$ cat config.mk
export PLATFORM = sky130hd
export DESIGN_NAME = icp_ctrl
export DESIGN_NICKNAME = d
export VERILOG_FILES = /design/src/rtl/icp_pkg.sv /design/src/rtl/icp_edge_detect.sv /design/src/rtl/icp_select.sv /design/src/rtl/icp_ctrl.sv
export SDC_FILE = /design/constraint.sdc
export NUM_CORES = 1
export LEC_CHECK = 0
export BUFFER_PORTS_ARGS = -buffer_cell sky130_fd_sc_hd__buf_2
export CAP_MARGIN = 0
export CELL_PAD_IN_SITES_DETAIL_PLACEMENT = 0
export CELL_PAD_IN_SITES_GLOBAL_PLACEMENT = 2
export CORE_MARGIN = 3
export CORE_UTILIZATION = 36
export CTS_CLUSTER_SIZE = 28
export DETAILED_ROUTE_END_ITERATION = 8
export PLACE_DENSITY_LB_ADDON = 0.15
export SLEW_MARGIN = 20
export SYNTH_ARGS = -nofsm -noshare
export SYNTH_HDL_FRONTEND = slang
export SYNTH_SLANG_ARGS = --single-unit
$ cat constraint.sdc
create_clock -name CLK -period 18.9 [get_ports CLK]
set_input_delay 0.945 -clock CLK [delete_from_list [all_inputs] [get_ports CLK]]
set_output_delay 0.945 -clock CLK [all_outputs]
set_load 0.03 [all_outputs]
$ cat src/rtl/icp_pkg.sv
// Package: register map, fields and timing constants of the interrupt controller
package icp_pkg;
    localparam int          ADDR_W          = 8;
    localparam logic [7:0]  OFF_CONTROL     = 8'h00;
    localparam logic [7:0]  OFF_STATUS      = 8'h04;
    localparam logic [7:0]  OFF_RELOAD      = 8'h08;
    localparam logic [7:0]  OFF_EVT_FLAGS   = 8'h0C;
    localparam logic [7:0]  OFF_EVT_MASK    = 8'h10;
    localparam logic [7:0]  OFF_PRIO        = 8'h14;
    localparam int          CTL_SHADOW_BIT  = 16;
    localparam int          CTL_MULTI_BIT   = 12;
    localparam int          CTL_THR_LSB     = 8;
    localparam int          CTL_POL_LSB     = 0;
    localparam logic [31:0] CTL_WMASK       = 32'h0001_171F;
    localparam int          STS_PRIO_LSB    = 8;
    localparam int          STS_NUM_LSB     = 0;
    localparam logic [31:0] RESET_WORD      = 32'h0000_0000;
    localparam int          N_EXT           = 5;
    localparam int          N_SRC           = 8;
    localparam int          PRIO_W          = 3;
    localparam int          NUM_W           = 6;
    localparam int          N_EVT           = 2;
    localparam int          EVT_PRESENT     = 0;
    localparam int          EVT_PROX_DONE   = 1;
    localparam logic [2:0]  PRIO_OFF        = 3'h0;
    localparam logic [31:0] TIMER_ONE       = 32'h0000_0001;
    typedef enum logic [1:0] {
        ICP_IDLE = 2'b01,
        ICP_HOLD = 2'b10
    } icp_prox_e;
endpackage : icp_pkg

$ cat src/rtl/icp_edge_detect.sv
// Polarity-selectable edge detectors for the external interrupt inputs
`timescale 1ns/10ps
`default_nettype none
module icp_edge_detect #(
    parameter int N = 5
) (
    input  wire logic         clk,
    input  wire logic         reset,
    input  wire logic [N-1:0] pins,
    input  wire logic [N-1:0] rising,
    output logic      [N-1:0] hit
);
    logic [N-1:0] last;

    always_ff @(posedge clk) begin
        if (reset) begin
            last <= '0;
        end else begin
            last <= pins;
        end
    end

    genvar g;
    generate
        for (g = 0; g < N; g++) begin : g_edge
            // 1 selects rising, 0 falling
            assign hit[g] = rising[g] ? (pins[g] & ~last[g])
                                      : (~pins[g] & last[g]);
        end
    endgenerate
endmodule : icp_edge_detect
`default_nettype wire

$ cat src/rtl/icp_select.sv
// Picks the highest-priority pending source; priority 0 never wins
`timescale 1ns/10ps
`default_nettype none
module icp_select #(
    parameter int N  = 8,
    parameter int PW = 3,
    parameter int NW = 6
) (
    input  wire logic [N-1:0]    pend,
    input  wire logic [N*PW-1:0] prio,
    output logic                 found,
    output logic [PW-1:0]        best_prio,
    output logic [NW-1:0]        best_num
);
    always_comb begin
        found     = 1'b0;
        best_prio = '0;
        best_num  = '0;
        for (int i = 0; i < N; i++) begin
            // Strictly greater keeps the lowest number on ties
            if (pend[i] && prio[i*PW +: PW] > best_prio) begin
                found     = 1'b1;
                best_prio = prio[i*PW +: PW];
                best_num  = NW'(i);
            end
        end
    end
endmodule : icp_select
`default_nettype wire

$ cat src/rtl/icp_ctrl.sv
// Interrupt controller configuration, status and proximity timer block
//
// Decided for this implementation: the APB slave port and the address map.
`timescale 1ns/10ps
`default_nettype none
module icp_ctrl
    import icp_pkg::*;
#(
    parameter int N_SOURCES = icp_pkg::N_SRC
) (
    input  wire logic                                 CLK,
    input  wire logic                                 RESET,
    input  wire logic                                 PSEL,
    input  wire logic                                 PENABLE,
    input  wire logic                                 PWRITE,
    input  wire logic [icp_pkg::ADDR_W-1:0]           PADDR,
    input  wire logic [31:0]                          PWDATA,
    input  wire logic [3:0]                           PSTRB,
    output logic      [31:0]                          PRDATA,
    output logic                                      PREADY,
    output logic                                      PSLVERR,
    input  wire logic [icp_pkg::N_EXT-1:0]            EXT_IRQ,
    input  wire logic [N_SOURCES-1:0]                 SRC_REQ,
    input  wire logic                                 CPU_ACK,
    output logic                                      CPU_IRQ,
    output logic      [icp_pkg::NUM_W-1:0]            CPU_IRQ_NUM,
    output logic      [icp_pkg::PRIO_W-1:0]           CPU_IRQ_PRIO,
    output logic                                      CPU_SHADOW,
    output logic                                      MULTI_MODE,
    output logic                                      IRQ
);
    import icp_pkg::*;

    localparam int NE = N_EXT;
    localparam int NS = N_SOURCES;

    logic [31:0]          irq_control_reg;
    logic [31:0]          proximity_reload_value;
    logic [NS*PRIO_W-1:0] group_priority_field;
    logic [NS-1:0]        request_flag;
    logic [N_EVT-1:0]     evt_flags;
    logic [N_EVT-1:0]     evt_mask;
    logic [PRIO_W-1:0]    presented_priority_level;
    logic [NUM_W-1:0]     presented_irq_number;
    logic [31:0]          prox_count;
    icp_prox_e            prox_state;
    logic [NE-1:0]        ext_hit;
    logic                 found;
    logic [PRIO_W-1:0]    best_prio;
    logic [NUM_W-1:0]     best_num;
    logic [31:0]          wmask;

    ////////////////////////////////////////////////////////////////////////
    // Control field views

    logic                 single_mode_shadow_set;
    logic                 multi_handler_mode;
    logic [PRIO_W-1:0]    proximity_threshold_sel;
    logic [NE-1:0]        ext_edge_pol;

    assign single_mode_shadow_set  = irq_control_reg[CTL_SHADOW_BIT];
    assign multi_handler_mode      = irq_control_reg[CTL_MULTI_BIT];
    assign proximity_threshold_sel =
        irq_control_reg[CTL_THR_LSB +: PRIO_W];
    assign ext_edge_pol            = irq_control_reg[CTL_POL_LSB +: NE];

    ////////////////////////////////////////////////////////////////////////
    // APB slave: zero wait states, unmapped addresses answer with an error

    logic wr_en;
    logic rd_en;

    function automatic logic mapped(input logic [ADDR_W-1:0] a);
        return (a == OFF_CONTROL) || (a == OFF_STATUS) ||
               (a == OFF_RELOAD) || (a == OFF_EVT_FLAGS) ||
               (a == OFF_EVT_MASK) || (a == OFF_PRIO);
    endfunction : mapped

    assign PREADY  = 1'b1;
    assign PSLVERR = PSEL & PENABLE & ~mapped(PADDR);
    assign wr_en   = PSEL & PENABLE & PWRITE & mapped(PADDR);
    assign rd_en   = PSEL & ~PENABLE & ~PWRITE;

    always_comb begin
        for (int b = 0; b < 4; b++) begin
            wmask[b*8 +: 8] = {8{PSTRB[b]}};
        end
    end

    always_ff @(posedge CLK) begin
        if (RESET) begin
            irq_control_reg        <= RESET_WORD;
            proximity_reload_value <= RESET_WORD;
            evt_mask               <= '0;
            group_priority_field   <= '0;
        end else if (wr_en) begin
            if (PADDR == OFF_CONTROL) begin
                // Only implemented bits ever store a one
                irq_control_reg <= (irq_control_reg & ~(wmask & CTL_WMASK))
                                 | (PWDATA & wmask & CTL_WMASK);
            end else if (PADDR == OFF_RELOAD) begin
                proximity_reload_value <= (proximity_reload_value & ~wmask)
                                        | (PWDATA & wmask);
            end else if (PADDR == OFF_EVT_MASK) begin
                if (PSTRB[0]) begin
                    evt_mask <= PWDATA[N_EVT-1:0];
                end
            end else if (PADDR == OFF_PRIO) begin
                group_priority_field <= PWDATA[NS*PRIO_W-1:0];
            end
        end
    end

    // Read data registered in the setup cycle, valid in the access phase
    always_ff @(posedge CLK) begin
        if (RESET) begin
            PRDATA <= '0;
        end else if (rd_en) begin
            if (PADDR == OFF_CONTROL) begin
                PRDATA <= irq_control_reg;
            end else if (PADDR == OFF_STATUS) begin
                // Only priority and number fields; rest reads zero
                PRDATA <= {21'h0, presented_priority_level,
                           2'h0, presented_irq_number};
            end else if (PADDR == OFF_RELOAD) begin
                PRDATA <= proximity_reload_value;
            end else if (PADDR == OFF_EVT_FLAGS) begin
                PRDATA <= {{(32-N_EVT){1'b0}}, evt_flags};
            end else if (PADDR == OFF_EVT_MASK) begin
                PRDATA <= {{(32-N_EVT){1'b0}}, evt_mask};
            end else if (PADDR == OFF_PRIO) begin
                PRDATA <= {{(32-NS*PRIO_W){1'b0}}, group_priority_field};
            end else begin
                PRDATA <= '0;
            end
        end
    end

    ////////////////////////////////////////////////////////////////////////
    // Request flags: external edges feed the low sources

    icp_edge_detect #(
        .N      (NE)
    ) u_edge (
        .clk    (CLK),
        .reset  (RESET),
        .pins   (EXT_IRQ),
        .rising (ext_edge_pol),
        .hit    (ext_hit)
    );

    logic [NS-1:0] raise;
    logic [NS-1:0] ack_clear;
    logic          present;

    assign raise = SRC_REQ | NS'(ext_hit);

    always_comb begin
        ack_clear = '0;
        if (CPU_ACK && CPU_IRQ) begin
            ack_clear[best_num[$clog2(NS)-1:0]] = 1'b1;
        end
    end

    // A new request in the acknowledge cycle wins over the clear
    always_ff @(posedge CLK) begin
        if (RESET) begin
            request_flag <= '0;
        end else begin
            request_flag <= (request_flag & ~ack_clear) | raise;
        end
    end

    icp_select #(
        .N         (NS),
        .PW        (PRIO_W),
        .NW        (NUM_W)
    ) u_sel (
        .pend      (request_flag),
        .prio      (group_priority_field),
        .found     (found),
        .best_prio (best_prio),
        .best_num  (best_num)
    );

    ////////////////////////////////////////////////////////////////////////
    // Proximity timer

    logic qualify;

    // 000 never qualifies; else any priority up to the code
    assign qualify = found && (proximity_threshold_sel != PRIO_OFF)
                  && (best_prio <= proximity_threshold_sel);

    always_ff @(posedge CLK) begin
        if (RESET) begin
            prox_state <= ICP_IDLE;
            prox_count <= '0;
        end else begin
            case (prox_state)
                ICP_IDLE: begin
                    if (qualify && !CPU_IRQ) begin
                        prox_count <= proximity_reload_value;
                        prox_state <= ICP_HOLD;
                    end
                end
                ICP_HOLD: begin
                    // Disabling mid-count releases held requests at once
                    if (proximity_threshold_sel == PRIO_OFF ||
                        prox_count <= TIMER_ONE) begin
                        prox_state <= ICP_IDLE;
                    end else begin
                        prox_count <= prox_count - TIMER_ONE;
                    end
                end
                default: prox_state <= ICP_IDLE;
            endcase
        end
    end

    logic released;
    assign released = (prox_state == ICP_HOLD) &&
                      (proximity_threshold_sel == PRIO_OFF ||
                       prox_count <= TIMER_ONE);

    // Hold back qualifying work while counting
    assign present = found && !qualify;

    ////////////////////////////////////////////////////////////////////////
    // CPU presentation

    // Once released, keep presenting until every pending source is taken;
    // a one-cycle window would let the same request restart the timer
    logic present_q;
    always_ff @(posedge CLK) begin
        if (RESET) begin
            present_q <= 1'b0;
        end else begin
            present_q <= released || (present_q && found);
        end
    end

    assign CPU_IRQ = (prox_state == ICP_IDLE) &&
                     (present || (found && present_q));

    always_ff @(posedge CLK) begin
        if (RESET) begin
            presented_priority_level <= '0;
            presented_irq_number     <= '0;
            CPU_IRQ_NUM              <= '0;
            CPU_IRQ_PRIO             <= '0;
        end else if (found && (prox_state == ICP_IDLE)) begin
            presented_priority_level <= best_prio;
            presented_irq_number     <= best_num;
            CPU_IRQ_NUM              <= best_num;
            CPU_IRQ_PRIO             <= best_prio;
        end
    end

    // Shadow set only applies to the single shared entry
    assign CPU_SHADOW = single_mode_shadow_set & ~multi_handler_mode;
    assign MULTI_MODE = multi_handler_mode;

    ////////////////////////////////////////////////////////////////////////
    // Interrupt status, write one to clear; a new event wins

    logic [N_EVT-1:0] evt_set;
    logic [N_EVT-1:0] evt_clr;
    assign evt_set[EVT_PRESENT]   = CPU_IRQ & CPU_ACK;
    assign evt_set[EVT_PROX_DONE] = released;
    assign evt_clr = (wr_en && PADDR == OFF_EVT_FLAGS && PSTRB[0])
                   ? PWDATA[N_EVT-1:0] : '0;

    always_ff @(posedge CLK) begin
        if (RESET) begin
            evt_flags <= '0;
        end else begin
            evt_flags <= (evt_flags & ~evt_clr) | evt_set;
        end
    end

    assign IRQ = |(evt_flags & evt_mask);

    ////////////////////////////////////////////////////////////////////////
    // Checks

    AST_THR_OFF_NO_START: assert property (@(posedge CLK) disable iff (RESET)
        (proximity_threshold_sel == PRIO_OFF && prox_state == ICP_IDLE)
        |=> prox_state == ICP_IDLE)
        else $error("Timer started with threshold off");
    AST_LOAD_RELOAD: assert property (@(posedge CLK) disable iff (RESET)
        (prox_state == ICP_IDLE && qualify && !CPU_IRQ)
        |=> prox_count == $past(proximity_reload_value))
        else $error("Timer not loaded from reload value");
    AST_QUALIFY_LEVEL: assert property (@(posedge CLK) disable iff (RESET)
        (prox_state == ICP_IDLE && found && !CPU_IRQ
         && proximity_threshold_sel != PRIO_OFF
         && best_prio <= proximity_threshold_sel)
        |=> prox_state == ICP_HOLD)
        else $error("Qualifying interrupt did not start timer");
    AST_RELEASE_PRESENTS: assert property (@(posedge CLK) disable iff (RESET)
        (released && found) |=> CPU_IRQ ##1 (CPU_IRQ || !found))
        else $error("Released interrupt not kept presented");
    AST_NO_PRIO_ZERO: assert property (@(posedge CLK) disable iff (RESET)
        CPU_IRQ |-> best_prio != PRIO_OFF)
        else $error("Disabled source presented");
    AST_HOLD_BLOCKS: assert property (@(posedge CLK) disable iff (RESET)
        prox_state == ICP_HOLD |-> !CPU_IRQ)
        else $error("Interrupt presented while timer runs");
    AST_COUNT_DOWN: assert property (@(posedge CLK) disable iff (RESET)
        (prox_state == ICP_HOLD && !released)
        |=> prox_count == $past(prox_count) - TIMER_ONE)
        else $error("Proximity count did not decrement");
    AST_STATUS_TRACK: assert property (@(posedge CLK) disable iff (RESET)
        (found && prox_state == ICP_IDLE)
        |=> presented_irq_number == $past(best_num)
            && presented_priority_level == $past(best_prio))
        else $error("Status fields not updated");
    AST_CTL_RESERVED: assert property (@(posedge CLK) disable iff (RESET)
        (irq_control_reg & ~CTL_WMASK) == 32'h0000_0000)
        else $error("Unimplemented control bit set");
    AST_SHADOW_MODE: assert property (@(posedge CLK) disable iff (RESET)
        CPU_SHADOW |-> irq_control_reg[CTL_SHADOW_BIT]
                       && !irq_control_reg[CTL_MULTI_BIT])
        else $error("Shadow set outside single mode");
    AST_FLAG_SET: assert property (@(posedge CLK) disable iff (RESET)
        raise[0] |=> request_flag[0])
        else $error("Request flag not set");

    COV_TIMER_RUN: cover property (@(posedge CLK) disable iff (RESET)
        prox_state == ICP_HOLD ##1 released);
    COV_PRESENT: cover property (@(posedge CLK) disable iff (RESET)
        CPU_IRQ && CPU_ACK);
    COV_EXT_EDGE: cover property (@(posedge CLK) disable iff (RESET)
        |ext_hit);
endmodule : icp_ctrl
`default_nettype wire

==> tab_implementation.tex <==
\begin{tabular}{lr}
\hline
Metric & Value \\
\hline
\multicolumn{2}{l}{\textbf{Placement}} \\
Port buffer count & 105 \\
Global placement routability congestion & 0.877 \\
HPWL after detailed placement & 21700 µm \\
\multicolumn{2}{l}{\textbf{Flow run}} \\
Max-cap violation count & 0 \\
\multicolumn{2}{l}{\textbf{Floorplan}} \\
Chip Height & 158 µm \\
Row count & 54 \\
Horiz. Die Dim & 158 µm \\
Initial core utilization & 37.4\% \\
IO Pins & 110 \\
Floorplan Core Area & 22200 µm² \\
Die area & 24900 µm² \\
\multicolumn{2}{l}{\textbf{Synth}} \\
Top cells by area in the synthesized netlist & sky130\_fd\_sc\_hd\_\_dfxtp\_1, sky130\_fd\_sc\_hd\_\_a21oi\_1, sky130\_fd\_sc\_hd\_\_nand2\_1, sky130\_fd\_sc\_hd\_\_nor2\_1, sky130\_fd\_sc\_hd\_\_clkbuf\_1 \\
Count of unique library cells instantiated by Yosys & 80 \\
Proportion of register bits with asynchronous set or reset after synthesis & 0\% \\
Synth warnings & 0 \\
Number of synthesized flops with an enable pin & 0 \\
Share of the synthesized area in the top cell type & 37.6\% \\
Top\_reg\_cell synth & sky130\_fd\_sc\_hd\_\_dfxtp\_1 \\
Register area share after synthesis & 37.6\% \\
Mean area per synthesized cell & 7.66 µm² \\
Cells after Synth & 1085 \\
Post-Synthesis Cell Area & 8310 µm² \\
Flops \& latches, synth & 156 \\
Largest area contributor in the netlist & sky130\_fd\_sc\_hd\_\_dfxtp\_1 \\
\multicolumn{2}{l}{\textbf{Layout}} \\
Most common cell after layout, fill and taps aside & sky130\_fd\_sc\_hd\_\_nand2\_1 \\
Growth of design area from synthesis to finish & 15.7\% \\
ANT cells & 0 \\
Fin util & 43.2\% \\
Fill cell count & 2310 \\
Commonest non-fill, non-tap cells in the layout & sky130\_fd\_sc\_hd\_\_nand2\_1, sky130\_fd\_sc\_hd\_\_dfxtp\_1, sky130\_fd\_sc\_hd\_\_a21oi\_1 \\
Post-layout nets & 1222 \\
Area of combinational cells with multiple inputs & 4810 µm² \\
Share of layout cells above drive strength 1 & 16.4\% \\
Area occupied by registers & 3120 µm² \\
\multicolumn{2}{l}{\textbf{Clock tree}} \\
Root Buffer & sky130\_fd\_sc\_hd\_\_clkbuf\_16 \\
Clock-pin transition on the worst setup and hold timing paths & 70 ps \\
Number of clock sinks seen by CTS & 156 \\
Post-CTS setup-driven buffer insertion count & 0 \\
Clock latency reported for the late side of the worst-skew pair & 430 ps \\
Number of H-tree levels & 4 \\
Number of hold buffers added after cts & 0 \\
Cells resized by post-CTS repair & 0 \\
Clk buf depth & 2 \\
Number of buffers added by the clock tree synthesis step & 17 \\
Clock tree from TritonCTS & yes \\
\multicolumn{2}{l}{\textbf{Critical path}} \\
Cell with the biggest individual delay on the critical path & sky130\_fd\_sc\_hd\_\_o211ai\_1 \\
Critical Path RT & 17950 ps \\
Sort of element at the start of the critical path & register \\
Count of buffering cells on the critical path with inverters included & 2 \\
Data arrival time of the critical path & 13250 ps \\
Cell count along the critical path & 53 \\
Class of the most critical setup path & register to output port \\
Type of element capturing the critical path & output port \\
Dominant delay contributor by cell family on the critical path & compound AO/OA/AOI/OAI gates \\
Crit-path max FO & 11 \\
Cell depth of the worst flop-to-flop path & 56 \\
Slowest Stage Delay on Critical Path & 660 ps \\
Most Frequent Cell on Critical Path & sky130\_fd\_sc\_hd\_\_ha\_1 \\
\multicolumn{2}{l}{\textbf{Worst hold path}} \\
Worst Hold Depth & 2 \\
Worst min-delay path class & register to register \\
\multicolumn{2}{l}{\textbf{Route}} \\
Vias per std cell & 5.70 \\
Routed Antenna Nets & 0 \\
DRC violation count after routing & 0 \\
Detailed-route via count & 8179 \\
First DRT Iteration DRCs & 554 \\
Overall routed net length & 29700 µm \\
WL/cell & 20.7 µm \\
TritonRoute pass-1 iters & 7 \\
\multicolumn{2}{l}{\textbf{Global route}} \\
Overall fraction of global-route tracks in use & 23.7\% \\
Grt total ovfl & 0 \\
First-pass GRT wire length & 45600 µm \\
Vias in the first global route & 7793 \\
Initial antenna violation count & 0 \\
Largest net degree at the start of global routing & 67 \\
\multicolumn{2}{l}{\textbf{Timing}} \\
Max Fclk & 70.4 MHz \\
Slew margin rel. & 28.5\% \\
Slew at the pin closest to its max-slew limit & 1070 ps \\
Number of endpoints failing setup at the final stage & 0 \\
Minimum period implied by the final worst setup slack & 14200 ps \\
Fin Setup TNS & 0 ps \\
Worst Clk Skew & 14.5 ps \\
RSZ-0062 raised after global routing & no \\
Endpoints failing hold & 0 \\
Number of max-slew violations in the final report & 0 \\
Fin crit share & 75.1\% \\
Worst Hold Margin & 452 ps \\
\multicolumn{2}{l}{\textbf{Power}} \\
Sequential Power Share & 45.5\% \\
Max VDD drop & 0.0000542 V \\
Switching pwr & 0.190 mW \\
Cell Pwr Density & 76.4 nW/µm² \\
Switching Fraction & 25.9\% \\
Combinational share of power & 4.2\% \\
Clock network fraction of design power & 50.3\% \\
Internal power & 0.544 mW \\
Total leakage power & 3.66 nW \\
\multicolumn{2}{l}{\textbf{Run status}} \\
Result of the run & finished, final reports clean \\
\hline
\end{tabular}
==> logic make-up (layout without fill, tap and decap cells) <==
family | Yosys count | count (layout) | share of synthesized area [%]
AO/OA/AOI/OAI | 326 | 326 | 26.8
XOR/XNOR | 1 | 1 | 0.105
adder cells (fa/ha/maj) | 17 | 17 | 2.53
buffers and inverters | 103 | 172 | 5.00
flip-flops | 156 | 156 | 37.6
multiplexers | 18 | 18 | 2.21
other | 2 | 4 | 0.0904
AND/OR/NAND/NOR | 462 | 462 | 25.7
==> worst paths after layout <==
| check | start | end | slack [ps] |
|---|---|---|---|
| min | PRDATA[30] | PRDATA[30] | 450 |
| max reg2reg | request_flag[0] | prox_count[23] | 5110 |
| max | request_flag[0] | CPU_IRQ | 4700 |
| min reg2reg | PRDATA[30] | PRDATA[30] | 450 |
==> layout make-up <==
class / count / share of cell area, %
clock buffer: 17 / 4.43
clock inverter: 15 / 2.02
inverter: 23 / 0.899
multi-input combinational: 828 / 50.1
sequential: 156 / 32.5
tap: 280 / 3.65
timing repair buffer: 117 / 6.43
==> worst register-to-register path: cells and delay by family, from the launching register on <==
kind	cells	cell delay, ps
buf+inv	3	490
mux	2	800
compound gates	23	5850
flops	1	400
fa+ha+maj	9	2580
simple gates	19	3590
==> per-stage QoR <==
stage               area [µm²]  instances  setup slack, ps  power [mW]
floorplan                 8310       1087             7200       0.357
global placement          8990       1404             5670       0.373
detailed placement        8990       1404             5350       0.372
CTS                       9610       1436             4810       0.739
global route              9610       1436             3670       0.755
finish                    9610       1436             4700       0.734
==> cells in the mapped netlist, types with 6 or more instances <==
| cell type | count |
|---|---|
| sky130_fd_sc_hd__a31oi_1 | 16 |
| sky130_fd_sc_hd__inv_1 | 23 |
| sky130_fd_sc_hd__o21ai_0 | 20 |
| sky130_fd_sc_hd__dfxtp_1 | 156 |
| sky130_fd_sc_hd__mux2i_1 | 15 |
| sky130_fd_sc_hd__nor4_1 | 8 |
| sky130_fd_sc_hd__nor3_1 | 43 |
| sky130_fd_sc_hd__o31ai_1 | 16 |
| sky130_fd_sc_hd__and3_1 | 10 |
| sky130_fd_sc_hd__nor2b_1 | 11 |
| sky130_fd_sc_hd__and2_1 | 10 |
| sky130_fd_sc_hd__nor2_1 | 123 |
| sky130_fd_sc_hd__a21oi_1 | 144 |
| sky130_fd_sc_hd__o311ai_0 | 13 |
| sky130_fd_sc_hd__nand2_1 | 171 |
| sky130_fd_sc_hd__nor3b_1 | 8 |
| sky130_fd_sc_hd__or3_1 | 7 |
| sky130_fd_sc_hd__clkbuf_1 | 68 |
| sky130_fd_sc_hd__ha_1 | 16 |
| sky130_fd_sc_hd__nand2b_1 | 6 |
| sky130_fd_sc_hd__a22oi_1 | 19 |
| sky130_fd_sc_hd__a21o_1 | 10 |
| sky130_fd_sc_hd__a211oi_1 | 15 |
| sky130_fd_sc_hd__nand4_1 | 6 |
| sky130_fd_sc_hd__nand3_1 | 35 |
| sky130_fd_sc_hd__o221a_2 | 10 |
==> power groups by stage <==
stage	combinational, mW	sequential [mW]	clock (mW)
after floorplan	0.0153	0.342	0
after global placement	0.0310	0.342	0
after detailed placement	0.0309	0.342	0
after CTS	0.0309	0.334	0.375
after global routing	0.0334	0.334	0.388
final	0.0308	0.334	0.369
==> routing by layer <==
metal	global-route usage [%]	up-vias	part of all wire, %
met1	34.3	3873	48
met4	5.12	0	1.3
met5	0	-	0
met3	3.39	24	4.8
met2	37.6	232	46
li1	-	4050	-
(Power assumes the default switching activity.)
